===== config.mk =====
export PLATFORM = sky130hd
export DESIGN_NAME = crc_cfg_top
export DESIGN_NICKNAME = d
export VERILOG_FILES = /design/src/verilog/crc_cfg_pkg.sv /design/src/verilog/crc_cfg_top.sv /design/src/verilog/word_fifo.sv
export VERILOG_INCLUDE_DIRS = /design/src /design/src/verilog
export SDC_FILE = /design/constraint.sdc
export NUM_CORES = 1
export LEC_CHECK = 0
export ABC_AREA = 1
export BUFFER_PORTS_ARGS = -buffer_cell sky130_fd_sc_hd__buf_2
export CORE_ASPECT_RATIO = 1.4
export CORE_MARGIN = 2
export CORE_UTILIZATION = 45
export DETAILED_ROUTE_END_ITERATION = 6
export SLEW_MARGIN = 10
export SYNTH_ARGS = -nofsm -noshare
export SYNTH_HDL_FRONTEND = slang
export SYNTH_HIERARCHICAL = 1
export SYNTH_SLANG_ARGS = --single-unit

===== constraint.sdc =====
create_clock -name CLOCK_I -period 5.8 [get_ports CLOCK_I]
set_input_delay 0.29 -clock CLOCK_I [delete_from_list [all_inputs] [get_ports CLOCK_I]]
set_output_delay 0.29 -clock CLOCK_I [all_outputs]
set_load 0.03 [all_outputs]

===== src/verilog/crc_cfg_regs.svh =====
// Register offsets, field positions and reset values of the checksum config block.
// Included by the package user; holds definitions only.
`ifndef CRC_CFG_REGS_SVH
`define CRC_CFG_REGS_SVH
`define CHK_CTRL_OFS 8'h00
`define SRC_PROG_OFS_BASE 8'h10
`define DST_PROG_OFS_BASE 8'h20
`define CHK_CTRL_RESET 32'h0000_0000
`define PROG_RESET 16'h0000
`define BYTE_ORDER_HI 29
`define BYTE_ORDER_LO 28
`define WRITE_REORDER_BIT 27
`define BIT_ORDER_BIT 24
`define CHK_TYPE_BIT 15
`define POLY_LEN_HI 12
`define POLY_LEN_LO 8
`define CHK_ENABLE_BIT 7
`define APPEND_BIT 6
`define CHAN_SEL_HI 2
`define CHAN_SEL_LO 0
`define CHK_CTRL_WMASK 32'h3900_9fc7
`define NUM_CHAN 4
`define FIFO_DEPTH 4
`endif


===== src/verilog/crc_cfg_pkg.sv =====
// Types shared by the checksum configuration block.
// Offsets and field positions live in crc_cfg_regs.svh.
package crc_cfg_pkg;
  typedef enum logic [1:0] {
    ORDER_NONE,
    ORDER_WORD_SWAP,
    ORDER_HALF_SWAP,
    ORDER_HALF_BYTE_SWAP
  } byte_order_t;
  typedef struct packed {
    logic [1:0] channel;
    logic [2:0] byte_count;
    logic [31:0] data;
  } xfer_t;
  typedef struct packed {
    logic [31:0] crc_data;
    logic [31:0] dest_data;
    logic through_unit;
  } out_word_t;
endpackage


===== src/verilog/crc_cfg_top.sv =====
// Checksum unit configuration, data reordering and per-channel progress pointers.
// Assumes a same-clock register port and a same-clock DMA datapath with valid/ready.
// How it works
// (RL1) Byte order 00 passes bytes; 01 reverses all four bytes.
// (RL2) Code 10 swaps half-words; code 11 swaps bytes inside each half-word.
// (RL3) Write-reorder set sends reordered data to destination, else source data.
// (RL4) Write-reorder set blocks append bit and refuses unaligned transfers.
// (RL5) Checksum type bit 15: 1 IP header checksum, 0 shift-register CRC.
// (RL6) IP header mode: bit order 1 reflects checksum input, 0 keeps MSb first.
// (RL7) CRC mode: bit order 1 reflects CRC input, 0 keeps MSb first.
// (RL8) Poly length field holds length minus one; ignored in IP header mode.
// (RL9) Enable bit routes channel transfers through the checksum unit.
// (RL10) Unimplemented control bits read zero and ignore writes.
// (RL11) Per-channel 16-bit source pointer, upper bits zero, clears at reset.
// (RL12) Pattern detect in pattern mode resets the source pointer.
// (RL13) Per-channel 16-bit destination pointer, all ones means byte 65,535.
// (RL14) Pointers advance by bytes moved and clear on block restart.
`timescale 1ns/100ps
`include "crc_cfg_regs.svh"
module crc_cfg_top
  import crc_cfg_pkg::*;
(
  // Clock and reset
  input wire logic CLOCK_I,
  input wire logic RESETN_I,
  // Register port
  input wire logic [7:0] ADDR_I,
  input wire logic [31:0] WDATA_I,
  input wire logic WR_I,
  input wire logic RD_I,
  output logic [31:0] RDATA_O,
  // Transfer input from channel datapath
  input wire logic IN_VALID_I,
  output logic IN_READY_O,
  input wire xfer_t IN_XFER_I,
  // Per-channel pointer events
  input wire logic [`NUM_CHAN-1:0] BLOCK_RESTART_I,
  input wire logic [`NUM_CHAN-1:0] PATTERN_MODE_I,
  input wire logic [`NUM_CHAN-1:0] PATTERN_HIT_I,
  // Output toward checksum engine and destination
  output logic OUT_VALID_O,
  input wire logic OUT_READY_I,
  output out_word_t OUT_WORD_O,
  output logic UNALIGNED_ERR_O,
  // Checksum engine configuration
  output logic CHK_ENABLE_O,
  output logic CHK_IP_MODE_O,
  output logic CHK_REFLECT_O,
  output logic [4:0] POLY_LEN_M1_O,
  output logic APPEND_O,
  output logic [2:0] CHAN_SEL_O
);
  logic [31:0] checksum_control;
  logic [15:0] source_progress_pointer [`NUM_CHAN];
  logic [15:0] destination_progress_pointer [`NUM_CHAN];
  logic [31:0] next_control;
  logic [31:0] next_rdata;
  byte_order_t byte_order_select;
  logic write_reorder_enable;
  logic bit_order_select;
  logic checksum_type_select;
  logic checksum_enable;
  logic [31:0] reordered;
  logic [31:0] crc_word;
  logic in_take;
  logic aligned;
  logic fifo_in_valid;
  logic fifo_in_ready;
  out_word_t fifo_in_word;
  logic [1:0] rd_chan;
  assign byte_order_select = byte_order_t'(checksum_control[`BYTE_ORDER_HI:`BYTE_ORDER_LO]);
  assign write_reorder_enable = checksum_control[`WRITE_REORDER_BIT];
  assign bit_order_select = checksum_control[`BIT_ORDER_BIT];
  assign checksum_type_select = checksum_control[`CHK_TYPE_BIT];
  assign checksum_enable = checksum_control[`CHK_ENABLE_BIT];
  assign CHK_ENABLE_O = checksum_enable;
  assign CHK_IP_MODE_O = checksum_type_select; // RL5
  assign CHK_REFLECT_O = bit_order_select;
  assign APPEND_O = checksum_control[`APPEND_BIT];
  assign CHAN_SEL_O = checksum_control[`CHAN_SEL_HI:`CHAN_SEL_LO];
  // Length field has no meaning for the IP header sum, so it is masked there
  assign POLY_LEN_M1_O = checksum_type_select ? 5'h00 :
    checksum_control[`POLY_LEN_HI:`POLY_LEN_LO]; // RL8
  // Control write: masked so unimplemented bits stay zero
  always_comb begin
    next_control = (WDATA_I & `CHK_CTRL_WMASK) | (checksum_control & ~`CHK_CTRL_WMASK); // RL10
    // Append cannot be set while reordered data goes to the destination
    if (next_control[`WRITE_REORDER_BIT]) begin
      next_control[`APPEND_BIT] = 1'b0; // RL4
    end
  end
  always_ff @(posedge CLOCK_I or negedge RESETN_I) begin
    if (!RESETN_I) begin
      checksum_control <= `CHK_CTRL_RESET;
    end else if (WR_I && ADDR_I == `CHK_CTRL_OFS) begin
      checksum_control <= next_control;
    end
  end
  // Byte reordering of the source word
  always_comb begin
    case (byte_order_select)
      ORDER_NONE: reordered = IN_XFER_I.data; // RL1
      ORDER_WORD_SWAP: reordered = {IN_XFER_I.data[7:0], IN_XFER_I.data[15:8],
        IN_XFER_I.data[23:16], IN_XFER_I.data[31:24]}; // RL1
      ORDER_HALF_SWAP: reordered = {IN_XFER_I.data[15:0], IN_XFER_I.data[31:16]}; // RL2
      ORDER_HALF_BYTE_SWAP: reordered = {IN_XFER_I.data[23:16], IN_XFER_I.data[31:24],
        IN_XFER_I.data[7:0], IN_XFER_I.data[15:8]}; // RL2
      default: reordered = IN_XFER_I.data;
    endcase
  end
  // Bit reflection applies the same way in both checksum modes
  always_comb begin
    crc_word = reordered;
    if (bit_order_select) begin
      for (int i = 0; i < 32; i++) begin
        crc_word[i] = reordered[31-i]; // RL6 RL7
      end
    end
  end
  // Only full words are accepted while write-reorder is on
  assign aligned = (IN_XFER_I.byte_count == 3'h4);
  assign fifo_in_valid = IN_VALID_I & ~(write_reorder_enable & ~aligned);
  assign IN_READY_O = fifo_in_ready | (write_reorder_enable & ~aligned); // RL4
  assign in_take = IN_VALID_I & IN_READY_O;
  always_comb begin
    fifo_in_word.through_unit = checksum_enable; // RL9
    fifo_in_word.crc_data = checksum_enable ? crc_word : 32'h0000_0000; // RL9
    fifo_in_word.dest_data = write_reorder_enable ? reordered : IN_XFER_I.data; // RL3
  end
  word_fifo #(
    .WIDTH($bits(out_word_t)),
    .DEPTH(`FIFO_DEPTH)
  ) word_fifo_i (
    .clk_i(CLOCK_I),
    .resetn_i(RESETN_I),
    .in_valid_i(fifo_in_valid),
    .in_ready_o(fifo_in_ready),
    .in_data_i(fifo_in_word),
    .out_valid_o(OUT_VALID_O),
    .out_ready_i(OUT_READY_I),
    .out_data_o(OUT_WORD_O)
  );
  // Unaligned refusal flagged for one cycle
  always_ff @(posedge CLOCK_I or negedge RESETN_I) begin
    if (!RESETN_I) begin
      UNALIGNED_ERR_O <= 1'b0;
    end else begin
      UNALIGNED_ERR_O <= IN_VALID_I & write_reorder_enable & ~aligned; // RL4
    end
  end
  // Progress pointers, one pair per channel; wrap at 16 bits
  generate
    for (genvar ch = 0; ch < `NUM_CHAN; ch++) begin : g_chan
      logic moved;
      assign moved = in_take & fifo_in_valid & (IN_XFER_I.channel == 2'(ch));
      always_ff @(posedge CLOCK_I or negedge RESETN_I) begin
        if (!RESETN_I) begin
          source_progress_pointer[ch] <= `PROG_RESET; // RL11
        end else if (BLOCK_RESTART_I[ch]) begin
          source_progress_pointer[ch] <= `PROG_RESET; // RL14
        end else if (PATTERN_MODE_I[ch] && PATTERN_HIT_I[ch]) begin
          source_progress_pointer[ch] <= `PROG_RESET; // RL12
        end else if (moved) begin
          source_progress_pointer[ch] <= source_progress_pointer[ch] +
            {13'h0000, IN_XFER_I.byte_count}; // RL14
        end
      end
      always_ff @(posedge CLOCK_I or negedge RESETN_I) begin
        if (!RESETN_I) begin
          destination_progress_pointer[ch] <= `PROG_RESET;
        end else if (BLOCK_RESTART_I[ch]) begin
          destination_progress_pointer[ch] <= `PROG_RESET; // RL14
        end else if (moved) begin
          destination_progress_pointer[ch] <= destination_progress_pointer[ch] +
            {13'h0000, IN_XFER_I.byte_count}; // RL13
        end
      end
    end
  endgenerate
  // Register read, data in the following cycle
  assign rd_chan = ADDR_I[3:2];
  always_comb begin
    next_rdata = 32'h0000_0000;
    if (ADDR_I == `CHK_CTRL_OFS) begin
      next_rdata = checksum_control;
    end else if (ADDR_I[7:4] == 4'(`SRC_PROG_OFS_BASE >> 4) && ADDR_I[1:0] == 2'h0) begin
      next_rdata = {16'h0000, source_progress_pointer[rd_chan]}; // RL11
    end else if (ADDR_I[7:4] == 4'(`DST_PROG_OFS_BASE >> 4) && ADDR_I[1:0] == 2'h0) begin
      next_rdata = {16'h0000, destination_progress_pointer[rd_chan]}; // RL13
    end
  end
  always_ff @(posedge CLOCK_I or negedge RESETN_I) begin
    if (!RESETN_I) begin
      RDATA_O <= 32'h0000_0000;
    end else if (RD_I) begin
      RDATA_O <= next_rdata;
    end else begin
      RDATA_O <= 32'h0000_0000;
    end
  end
endmodule


===== src/verilog/word_fifo.sv =====
// Small flip-flop FIFO with valid/ready on both sides.
// Same clock on both sides; depth a power of two.
`timescale 1ns/100ps
module word_fifo #(
  parameter int WIDTH = 8,
  parameter int DEPTH = 4
) (
  // Clock and reset
  input wire logic clk_i,
  input wire logic resetn_i,
  // Fill side
  input wire logic in_valid_i,
  output logic in_ready_o,
  input wire logic [WIDTH-1:0] in_data_i,
  // Drain side
  output logic out_valid_o,
  input wire logic out_ready_i,
  output logic [WIDTH-1:0] out_data_o
);
  localparam int AW = $clog2(DEPTH);
  logic [WIDTH-1:0] mem [DEPTH];
  logic [AW-1:0] wr_ptr;
  logic [AW-1:0] rd_ptr;
  logic [AW:0] count;
  logic push;
  logic pop;
  assign in_ready_o = (count != (AW+1)'(DEPTH));
  assign out_valid_o = (count != '0);
  assign push = in_valid_i & in_ready_o;
  assign pop = out_valid_o & out_ready_i;
  assign out_data_o = mem[rd_ptr];
  always_ff @(posedge clk_i) begin
    if (push) begin
      mem[wr_ptr] <= in_data_i;
    end
  end
  always_ff @(posedge clk_i or negedge resetn_i) begin
    if (!resetn_i) begin
      wr_ptr <= '0;
      rd_ptr <= '0;
      count <= '0;
    end else begin
      if (push) begin
        wr_ptr <= wr_ptr + 1'b1;
      end
      if (pop) begin
        rd_ptr <= rd_ptr + 1'b1;
      end
      if (push && !pop) begin
        count <= count + 1'b1;
      end else if (pop && !push) begin
        count <= count - 1'b1;
      end
    end
  end
endmodule

==> results of run 1 <==
[state kept, by name (all words and copies together) (netlist names)]
name	count
word_fifo_i/count	3
UNALIGNED_ERR_O	1
word_fifo_i/mem	260
word_fifo_i/wr_ptr	2
source_progress_pointer	64
RDATA_O	21
destination_progress_pointer	64
checksum_control	15
word_fifo_i/rd_ptr	2
[cell usage in the layout (no fill, tap or decap), types with 3 or more instances in the layout]
cell type and count:
clkbuf_1 9, o21ai_2 6, fa_1 9, clkinv_2 7, a31oi_1 5, nor2_1 264
ha_1 29, inv_1 368, clkbuf_16 46, o211ai_1 140, o21ai_1 10, nand3_1 172
dfrtp_1 170, nand2_1 750, a21oi_1 140, xnor2_1 4, nand4_1 47, clkinv_1 3
o21bai_1 5, buf_4 19, clkbuf_8 7, o21ai_0 144, nor2_4 6, nand3_2 9
edfxtp_1 260, buf_2 188, inv_2 4, bufinv_16 3, dlygate4sd3_1 23, diode_2 4
nor3_1 26, nor2_2 5, nand2_2 14, clkinvlp_4 10, o22ai_1 43, xor2_1 9
o31ai_1 3
[cell type report]
type                    instances  share of cell area (%)
clock inverters                24                   0.975
clock buffers                  61                    4.82
diodes                          4                  0.0381
well taps                     650                    3.09
multi-input cells            1854                    34.5
inverters                     378                    5.44
repair buffers                231                    5.05
flip-flops and latches        432                    46.1
[per-layer routing]
metal	part of all wire, %	vias up	track usage (%)
met5	0.010	-	0
met4	6.1	2	14.7
met3	5.0	176	3.37
met2	50	601	46.0
met1	39	9214	30.5
li1	-	9578	-
[worst register-to-register path, stage by stage (launching register included)]
cell	delay (ps)
dfrtp_1	420
inv_1	80
nand3_1	360
nand2_1	390
nor2_4	980
buf_4	480
[through the flow]
stage / area [sq um] / instances / setup slack (ps)
after global placement: 24500 / 3522 / 2540
final: 26300 / 3634 / 2570
after global routing: 26300 / 3631 / 2310
after CTS: 26300 / 3630 / 2560
after floorplan: 23300 / 2793 / 1640
after detailed placement: 24500 / 3522 / 2510
[report_power, final]
| part | switching (W) | leakage (nW) | internal, W | total (W) |
|---|---|---|---|---|
| clock network | 0.00130 | 0.717 | 0.00169 | 0.00299 |
| registers | 0.000109 | 4.76 | 0.00372 | 0.00383 |
| logic | 0.00245 | 5.97 | 0.000816 | 0.00327 |
| total | 0.00386 | 11.5 | 0.00623 | 0.0101 |
[kinds of logic after synthesis]
| group | after synthesis | share of synthesized area (%) |
|---|---|---|
| AND/OR/NAND/NOR | 1303 | 23.3 |
| XOR/XNOR | 13 | 0.489 |
| adder cells (fa/ha/maj) | 38 | 2.33 |
| other | 1 | 0.0161 |
| buffers and inverters | 507 | 9.02 |
| AO/OA/AOI/OAI | 499 | 12.7 |
| flip-flops | 432 | 52.1 |
[path summary, 6_finish.rpt]
path                                                   start                                      endpoint  slack (ps)  depth (start not counted)
setup / recovery           word_fifo_i/rd_ptr[0]$_DFFE_PN0P_                                OUT_WORD_O[34]        2570                          6
hold / removal                             PATTERN_MODE_I[0]       source_progress_pointer[56]$_DFFE_PN0P_          40                          4
setup reg to reg            word_fifo_i/count[0]$_DFFE_PN0P_              word_fifo_i/mem[3][17]$_DFFE_PP_        2750                          5
hold reg to reg             word_fifo_i/count[2]$_DFFE_PN0P_              word_fifo_i/count[2]$_DFFE_PN0P_         500                          2
max in group asynchronous                           RESETN_I              checksum_control[27]$_DFFE_PN0P_        4040                          3
min in group asynchronous                           RESETN_I  destination_progress_pointer[51]$_DFFE_PN0P_         280                          2
==> out/qor.yml, run 1 <==
outcome:
  outcome: "complete, no violations"
clock_network:
  clock-sinks: 432
  tritoncts: "done"
  cts_made_buffers: 46
  clk_pin_slew_ps: 60
  cts_setup_buffers: 0
  cts_resized: 0
  clockBufferDepth: 3
  clk_latency_ps: 590
  clock-root-buffer: "clkbuf_16"
  holdBufCountCts: 23
  htree_levels: 2
worst_setup_path:
  worstPathMaxFanout: 104
  cp_top_family: "buffers and inverters"
  cp_num_buf_inv: 3
  cp-start-kind: "register"
  critPathSlowestCell: "buf_4"
  end_kind: "output port"
  path_class: "reg -> out"
  cpPeakStageDelay_ps: 850
  required_ps: 5510
  worstPathArrival_ps: 2940
  crit_chain: "inv_6, buf_4, nand2_1, o211ai_1, nand2_1, buf_2"
  crit_top_cell: "nand2_1"
logic_synthesis:
  synth_cells: 2793
  ys_seq_area_share_pct: 52.1
  async_flop_share_pct: 39.8
  avgSynthCellArea_sq_um: 8.33
  synth-warning-count: 6
  synth_cell_types: 48
  synth_seq_cells: 432
  syn_area_sq_um: 23300
  synth_common_cells: "nand2_1 (750), inv_1 (369), nor2_1 (269)"
  synth.area.top_cells: "edfxtp_1 (34%), dfrtp_1 (19%), nand2_1 (12%)"
  yosysTopAreaCell: "edfxtp_1"
  synth_nets: 2926
  synth_edf_count: 260
  yosysMostFrequentCell: "nand2_1"
  yosysTopAreaCellShare_pct: 33.6
  synth_ff_type: "edfxtp_1"
timing:
  hold_ws_ps: 38.0
  slew_headroom_pct: 22.9
  tightest_slew_ps: 1150
  fmax_mhz: 310
  setup_viol: 0
  rsz0062_at_grt: "no"
  fin_crit_ps: 3230
  period_share_pct: 55.6
  setup_tns_ps: 0
  finalClockSkew_ps: 19.9
  hold_violations: 0
  slew_violations: 0
grt:
  grtUsageTotal_pct: 26.0
  grt_pass1_wl_um: 107000
  overflow: 0
  first_global_vias: 18766
  grt_max_degree: 105
  antenna_found_initial: 3
layout:
  multi_input_area_sq_um: 9080
  drive_above_1_share_pct: 11.3
  syn_to_final_growth_pct: 13.1
  fin_nets: 3076
  ff_latch_area_sq_um: 12100
  fill_cells: 4823
  fin_util_pct: 51.4
die:
  io_pins: 207
  die_area_sq_um: 53600
  die_w_um: 196
  initial_core_util_pct: 45.5
  die_h_um: 273
  core_sq_um: 51100
  rows: 98
power:
  p_per_area_nw_per_um2: 383
  power.total_w: 0.0101
  peakVddDrop_mv: 0.242
  leakage_nw: 11.5
worst_hold_path:
  holdCritPathClass: "in -> reg"
run:
  maxCapViolations: 0
detailed_routing:
  postRouteAntennaNets: 0
  remaining_drc_errors: 0
  viasPerCell: 5.39
  drt_iter0_markers: 1351
  wire_per_inst_um: 19.1
  vias: 19571
  drt-total-wl_um: 69400
  drt_pass1_iterations: 6
placed_design:
  gp_congestion: 0.951
  io_buffers: 189
  hpwlAfterDp_um: 49300
Power figures use the tool's default switching activity.
==> run 2, diff against run 1 <==
--- a/config.mk
+++ b/config.mk
@@ -6,7 +6,7 @@
 export SDC_FILE = /design/constraint.sdc
 export NUM_CORES = 1
 export LEC_CHECK = 0
-export ABC_AREA = 1
+export ABC_AREA = 0
 export BUFFER_PORTS_ARGS = -buffer_cell sky130_fd_sc_hd__buf_2
 export CORE_ASPECT_RATIO = 1.4
 export CORE_MARGIN = 2
==> constraint.sdc (replaced) <==
create_clock -name CLOCK_I -period 3.15 [get_ports CLOCK_I]
set_input_delay 0.1575 -clock CLOCK_I [delete_from_list [all_inputs] [get_ports CLOCK_I]]
set_output_delay 0.1575 -clock CLOCK_I [all_outputs]
set_load 0.03 [all_outputs]
==> out/qor.yml, run 2 <==
layout:
  fin_area_sq_um: 24700  # was 26300 sq um
  largestRegisters: "word_fifo_i/mem x260, destination_progress_pointer x64, source_progress_pointer x64"  # unchanged
  fin_nets: 1827  # was 3076
  syn_to_final_growth_pct: 15.8  # was 13.1%
  top_register: "word_fifo_i/mem"  # unchanged
  fin_util_pct: 52.7  # was 51.4%
  drive_above_1_share_pct: 29.4  # was 11.3%
  multi_input_area_sq_um: 8540  # was 9080 sq um
  final_cell_mix: "edfxtp_1 (260), buf_2 (188), dfrtp_1 (167)"  # was nand2_1 (750), inv_1 (368), nor2_1 (264)
  ff_latch_area_sq_um: 12100  # about the same
  fill_cells: 3932  # was 4823
  layout_commonest_cell: "edfxtp_1"  # was nand2_1
  largest_reg_flops: 260  # unchanged
grt:
  grtUsageTotal_pct: 22.5  # was 26.0%
  overflow: 0  # unchanged
  grt_use_met2_pct: 40.5  # was 46.0%
  antenna_found_initial: 0  # was 3
  grt_pass1_wl_um: 84900  # was 107000 um
  grt_max_degree: 88  # was 105
  grt_use_met3_pct: 2.51  # was 3.37%
  busiest_layer: "met2"  # unchanged
  first_global_vias: 14208  # was 18766
  use_met1_pct: 27.8  # was 30.5%
timing:
  rsz0062_at_grt: "no"  # unchanged
  slew_violations: 0  # unchanged
  hold_violations: 0  # unchanged
  slew_headroom_pct: 27.9  # was 22.9%
  fmax_mhz: 370
  layout_setup_ws_ps: 449  # was 2570 ps
  finalClockSkew_ps: 17.1  # was 19.9 ps
  setup_viol: 0  # unchanged
  setup_tns_ps: 0  # unchanged
  fin_crit_ps: 2700
  tightest_slew_ps: 1080  # was 1150 ps
  period_share_pct: 85.7
worst_setup_path:
  cp_num_buf_inv: 2  # was 3
  cp_top_family: "flip-flops"  # was buffers and inverters
  reg2reg_to: "destination_progress_pointer[15]$_DFFE_PN0P_"  # was word_fifo_i/mem[3][17]$_DFFE_PP_
  required_ps: 2990  # was 5510 ps
  crit_chain: "buf_12, mux4_2, buf_2"  # was inv_6, buf_4, nand2_1, o211ai_1, nand2_1, buf_2
  end_kind: "output port"  # unchanged
  critPathSlowestCell: "dfrtp_4"  # was buf_4
  cp-start-kind: "register"  # unchanged
  worstPathMaxFanout: 33  # was 104
  cpPeakStageDelay_ps: 920  # was 850 ps
  worstPathArrival_ps: 2540  # was 2940 ps
  worst-r2r-cell-count: 6  # was 5
  reg2reg_slack_ps: 490  # was 2750 ps
  r2r_start: "word_fifo_i/count[0]$_DFFE_PN0P_"  # unchanged
  path_class: "reg -> out"  # unchanged
power:
  clockPowerShare_pct: 31.2  # was 29.6%
  combPwrFrac_pct: 27.7  # was 32.4%
  leakage_nw: 9.04  # was 11.5 nW
  p_int_w: 0.0120  # was 0.00623 W
  power_frac_seq_pct: 41.0  # was 37.9%
  peakVddDrop_mv: 0.537  # was 0.242 mV
  p_sw_share_pct: 31.9  # was 38.3%
  switchingPower_w: 0.00562  # was 0.00386 W
  p_per_area_nw_per_um2: 712  # was 383 nW/um^2
die:
  initial_core_util_pct: 45.5  # about the same
  die_w_um: 188  # was 196 um
  die_h_um: 262  # was 273 um
  rows: 94  # was 98
  io_pins: 207  # unchanged
  core_sq_um: 46900  # was 51100 sq um
  die_area_sq_um: 49300  # was 53600 sq um
detailed_routing:
  viasPerCell: 6.00  # was 5.39
  postRouteAntennaNets: 0  # unchanged
  drt_iter0_markers: 990  # was 1351
  vias: 14105  # was 19571
  drt_pass1_iterations: 5  # was 6
  drt-total-wl_um: 54800  # was 69400 um
  remaining_drc_errors: 0  # unchanged
  wire_per_inst_um: 23.3  # was 19.1 um
logic_synthesis:
  yosys.area_share.simple_pct: 10.3  # was 23.3%
  synth-warning-count: 6  # unchanged
  synth_compound_area_share_pct: 8.22  # was 12.7%
  yosysTopAreaCellShare_pct: 36.5  # was 33.6%
  yosysMostFrequentCell: "edfxtp_1"  # was nand2_1
  yosysTopAreaCell: "edfxtp_1"  # unchanged
  synth_ff_type: "edfxtp_1"  # unchanged
  syn_area_sq_um: 21400  # was 23300 sq um
  synth_common_cells: "edfxtp_1 (260), dfrtp_1 (172), mux4_2 (129)"  # was nand2_1 (750), inv_1 (369), nor2_1 (269)
  avgSynthCellArea_sq_um: 14.1  # was 8.33 sq um
  synth_nets: 1643  # was 2926
  ys_seq_area_share_pct: 56.7  # was 52.1%
  async_flop_share_pct: 39.8  # unchanged
  synth_mux_area_share_pct: 18.3  # was 0%
  synth_edf_count: 260  # unchanged
  synth.area.top_cells: "edfxtp_1 (37%), dfrtp_1 (20%), mux4_2 (14%)"  # was edfxtp_1 (34%), dfrtp_1 (19%), nand2_1 (12%)
  synth_top_family_by_area: "multiplexers"  # was simple AND/OR/NAND/NOR gates
  synthAdderAreaFrac_pct: 2.54  # was 2.33%
  synth_seq_cells: 432  # unchanged
  synth_cell_types: 63  # was 48
  synth_cells: 1510  # was 2793
  synth-xor-area-share_pct: 0.574  # was 0.489%
worst_hold_path:
  hold_start: "BLOCK_RESTART_I[1]"  # was PATTERN_MODE_I[0]
  holdCritPathClass: "in -> reg"  # unchanged
  worstHoldPathCells: 2  # was 4
  min_to: "destination_progress_pointer[32]$_DFFE_PN0P_"  # was source_progress_pointer[56]$_DFFE_PN0P_
clock_network:
  cts_made_buffers: 44  # was 46
  htree_levels: 2  # unchanged
  clk_latency_ps: 560  # was 590 ps
  clock-sinks: 432  # unchanged
  clockBufferDepth: 3  # unchanged
  clock-root-buffer: "clkbuf_16"  # unchanged
  tritoncts: "done"  # unchanged
  clk_pin_slew_ps: 70  # was 60 ps
placed_design:
  placed_cell_area_sq_um: 23000  # was 24500 sq um
  io_buffers: 189  # unchanged
  gp_congestion: 0.867  # was 0.951
  place_ws_ps: 385  # was 2510 ps
  hpwlAfterDp_um: 38100  # was 49300 um
run:
  maxCapViolations: 0  # unchanged
outcome:
  outcome: "complete, no violations"  # unchanged
## run 2: changes by cell type after synthesis, sizes merged, moves of 56 or more
cell / before / now
inv: 374 / 36
mux2: 0 / 59
mux4: 0 / 129
nand2: 765 / 78
nand3: 182 / 35
nor2: 275 / 28
o211ai: 140 / 2
o21ai: 160 / 37
or4: 0 / 56
## run 2: power groups by stage
stage | registers, W | clock network (W) | logic [W]
6_report | 0.00723 | 0.00550 | 0.00488
5_1_grt | 0.00732 | 0.00583 | 0.00520
4_1_cts | 0.00725 | 0.00561 | 0.00500
3_5_place_dp | 0.00737 | 0 | 0.00497
3_3_place_gp | 0.00732 | 0 | 0.00497
2_1_floorplan | 0.00710 | 0 | 0.00365
## run 2: metrics by stage
| stage | instances | hold WS (ps) | power (W) |
|---|---|---|---|
| floorplan | 1510 | -138 | 0.0107 |
| global placement | 2255 | 308 | 0.0123 |
| detailed placement | 2255 | 313 | 0.0123 |
| CTS | 2349 | 0.445 | 0.0179 |
| global route | 2349 | 24.8 | 0.0183 |
| finish | 2351 | 28.7 | 0.0176 |
## run 2: how the worst max path moves through the flow
stage,startpoint,cells after the start,to,slack [ps]
3_3_place_gp,IN_XFER_I[33],7,destination_progress_pointer[12]$_DFFE_PN0P_,440
2_1_floorplan,checksum_control[27]$_DFFE_PN0P_,6,word_fifo_i/mem[0][0]$_DFFE_PP_,410
5_1_grt,word_fifo_i/count[0]$_DFFE_PN0P_,6,source_progress_pointer[44]$_DFFE_PN0P_,270
4_1_cts,word_fifo_i/rd_ptr[0]$_DFFE_PN0P_,3,OUT_WORD_O[62],350
6_report,word_fifo_i/rd_ptr[0]$_DFFE_PN0P_,3,OUT_WORD_O[62],450
3_5_place_dp,IN_XFER_I[33],7,source_progress_pointer[28]$_DFFE_PN0P_,380
## run 2: timing repair
action                    4_1_cts  5_1_grt
gates resized for setup         0        0
setup buffers                   0        0
hold buffers                   17        0
hold endpoints to repair      100        0
## run 2: cells by family after synthesis
kind of cell,after synthesis
DFF,432
AOI/OAI and AO/OA,281
muxes,221
and+or+nand+nor,373
other,1
xor gates and xnor gates,14
buffers and inverters,150
adders and majority gates,38
## run 2: area by class of cell
cell class                 count  area share (%)
antenna                        2          0.0202
clock buffer                  57            4.90
clock inverter                20            1.19
inverter                      36           0.546
multi-input combinational    928            34.5
sequential                   432            49.0
tap                          624            3.16
timing repair buffer         252            6.64
## run 2: routing by layer
layer,share of wire [%],up-vias
met1,39,7227
li1,-,6305
met4,4.1,0
met3,5.0,106
met5,0,-
met2,52,467
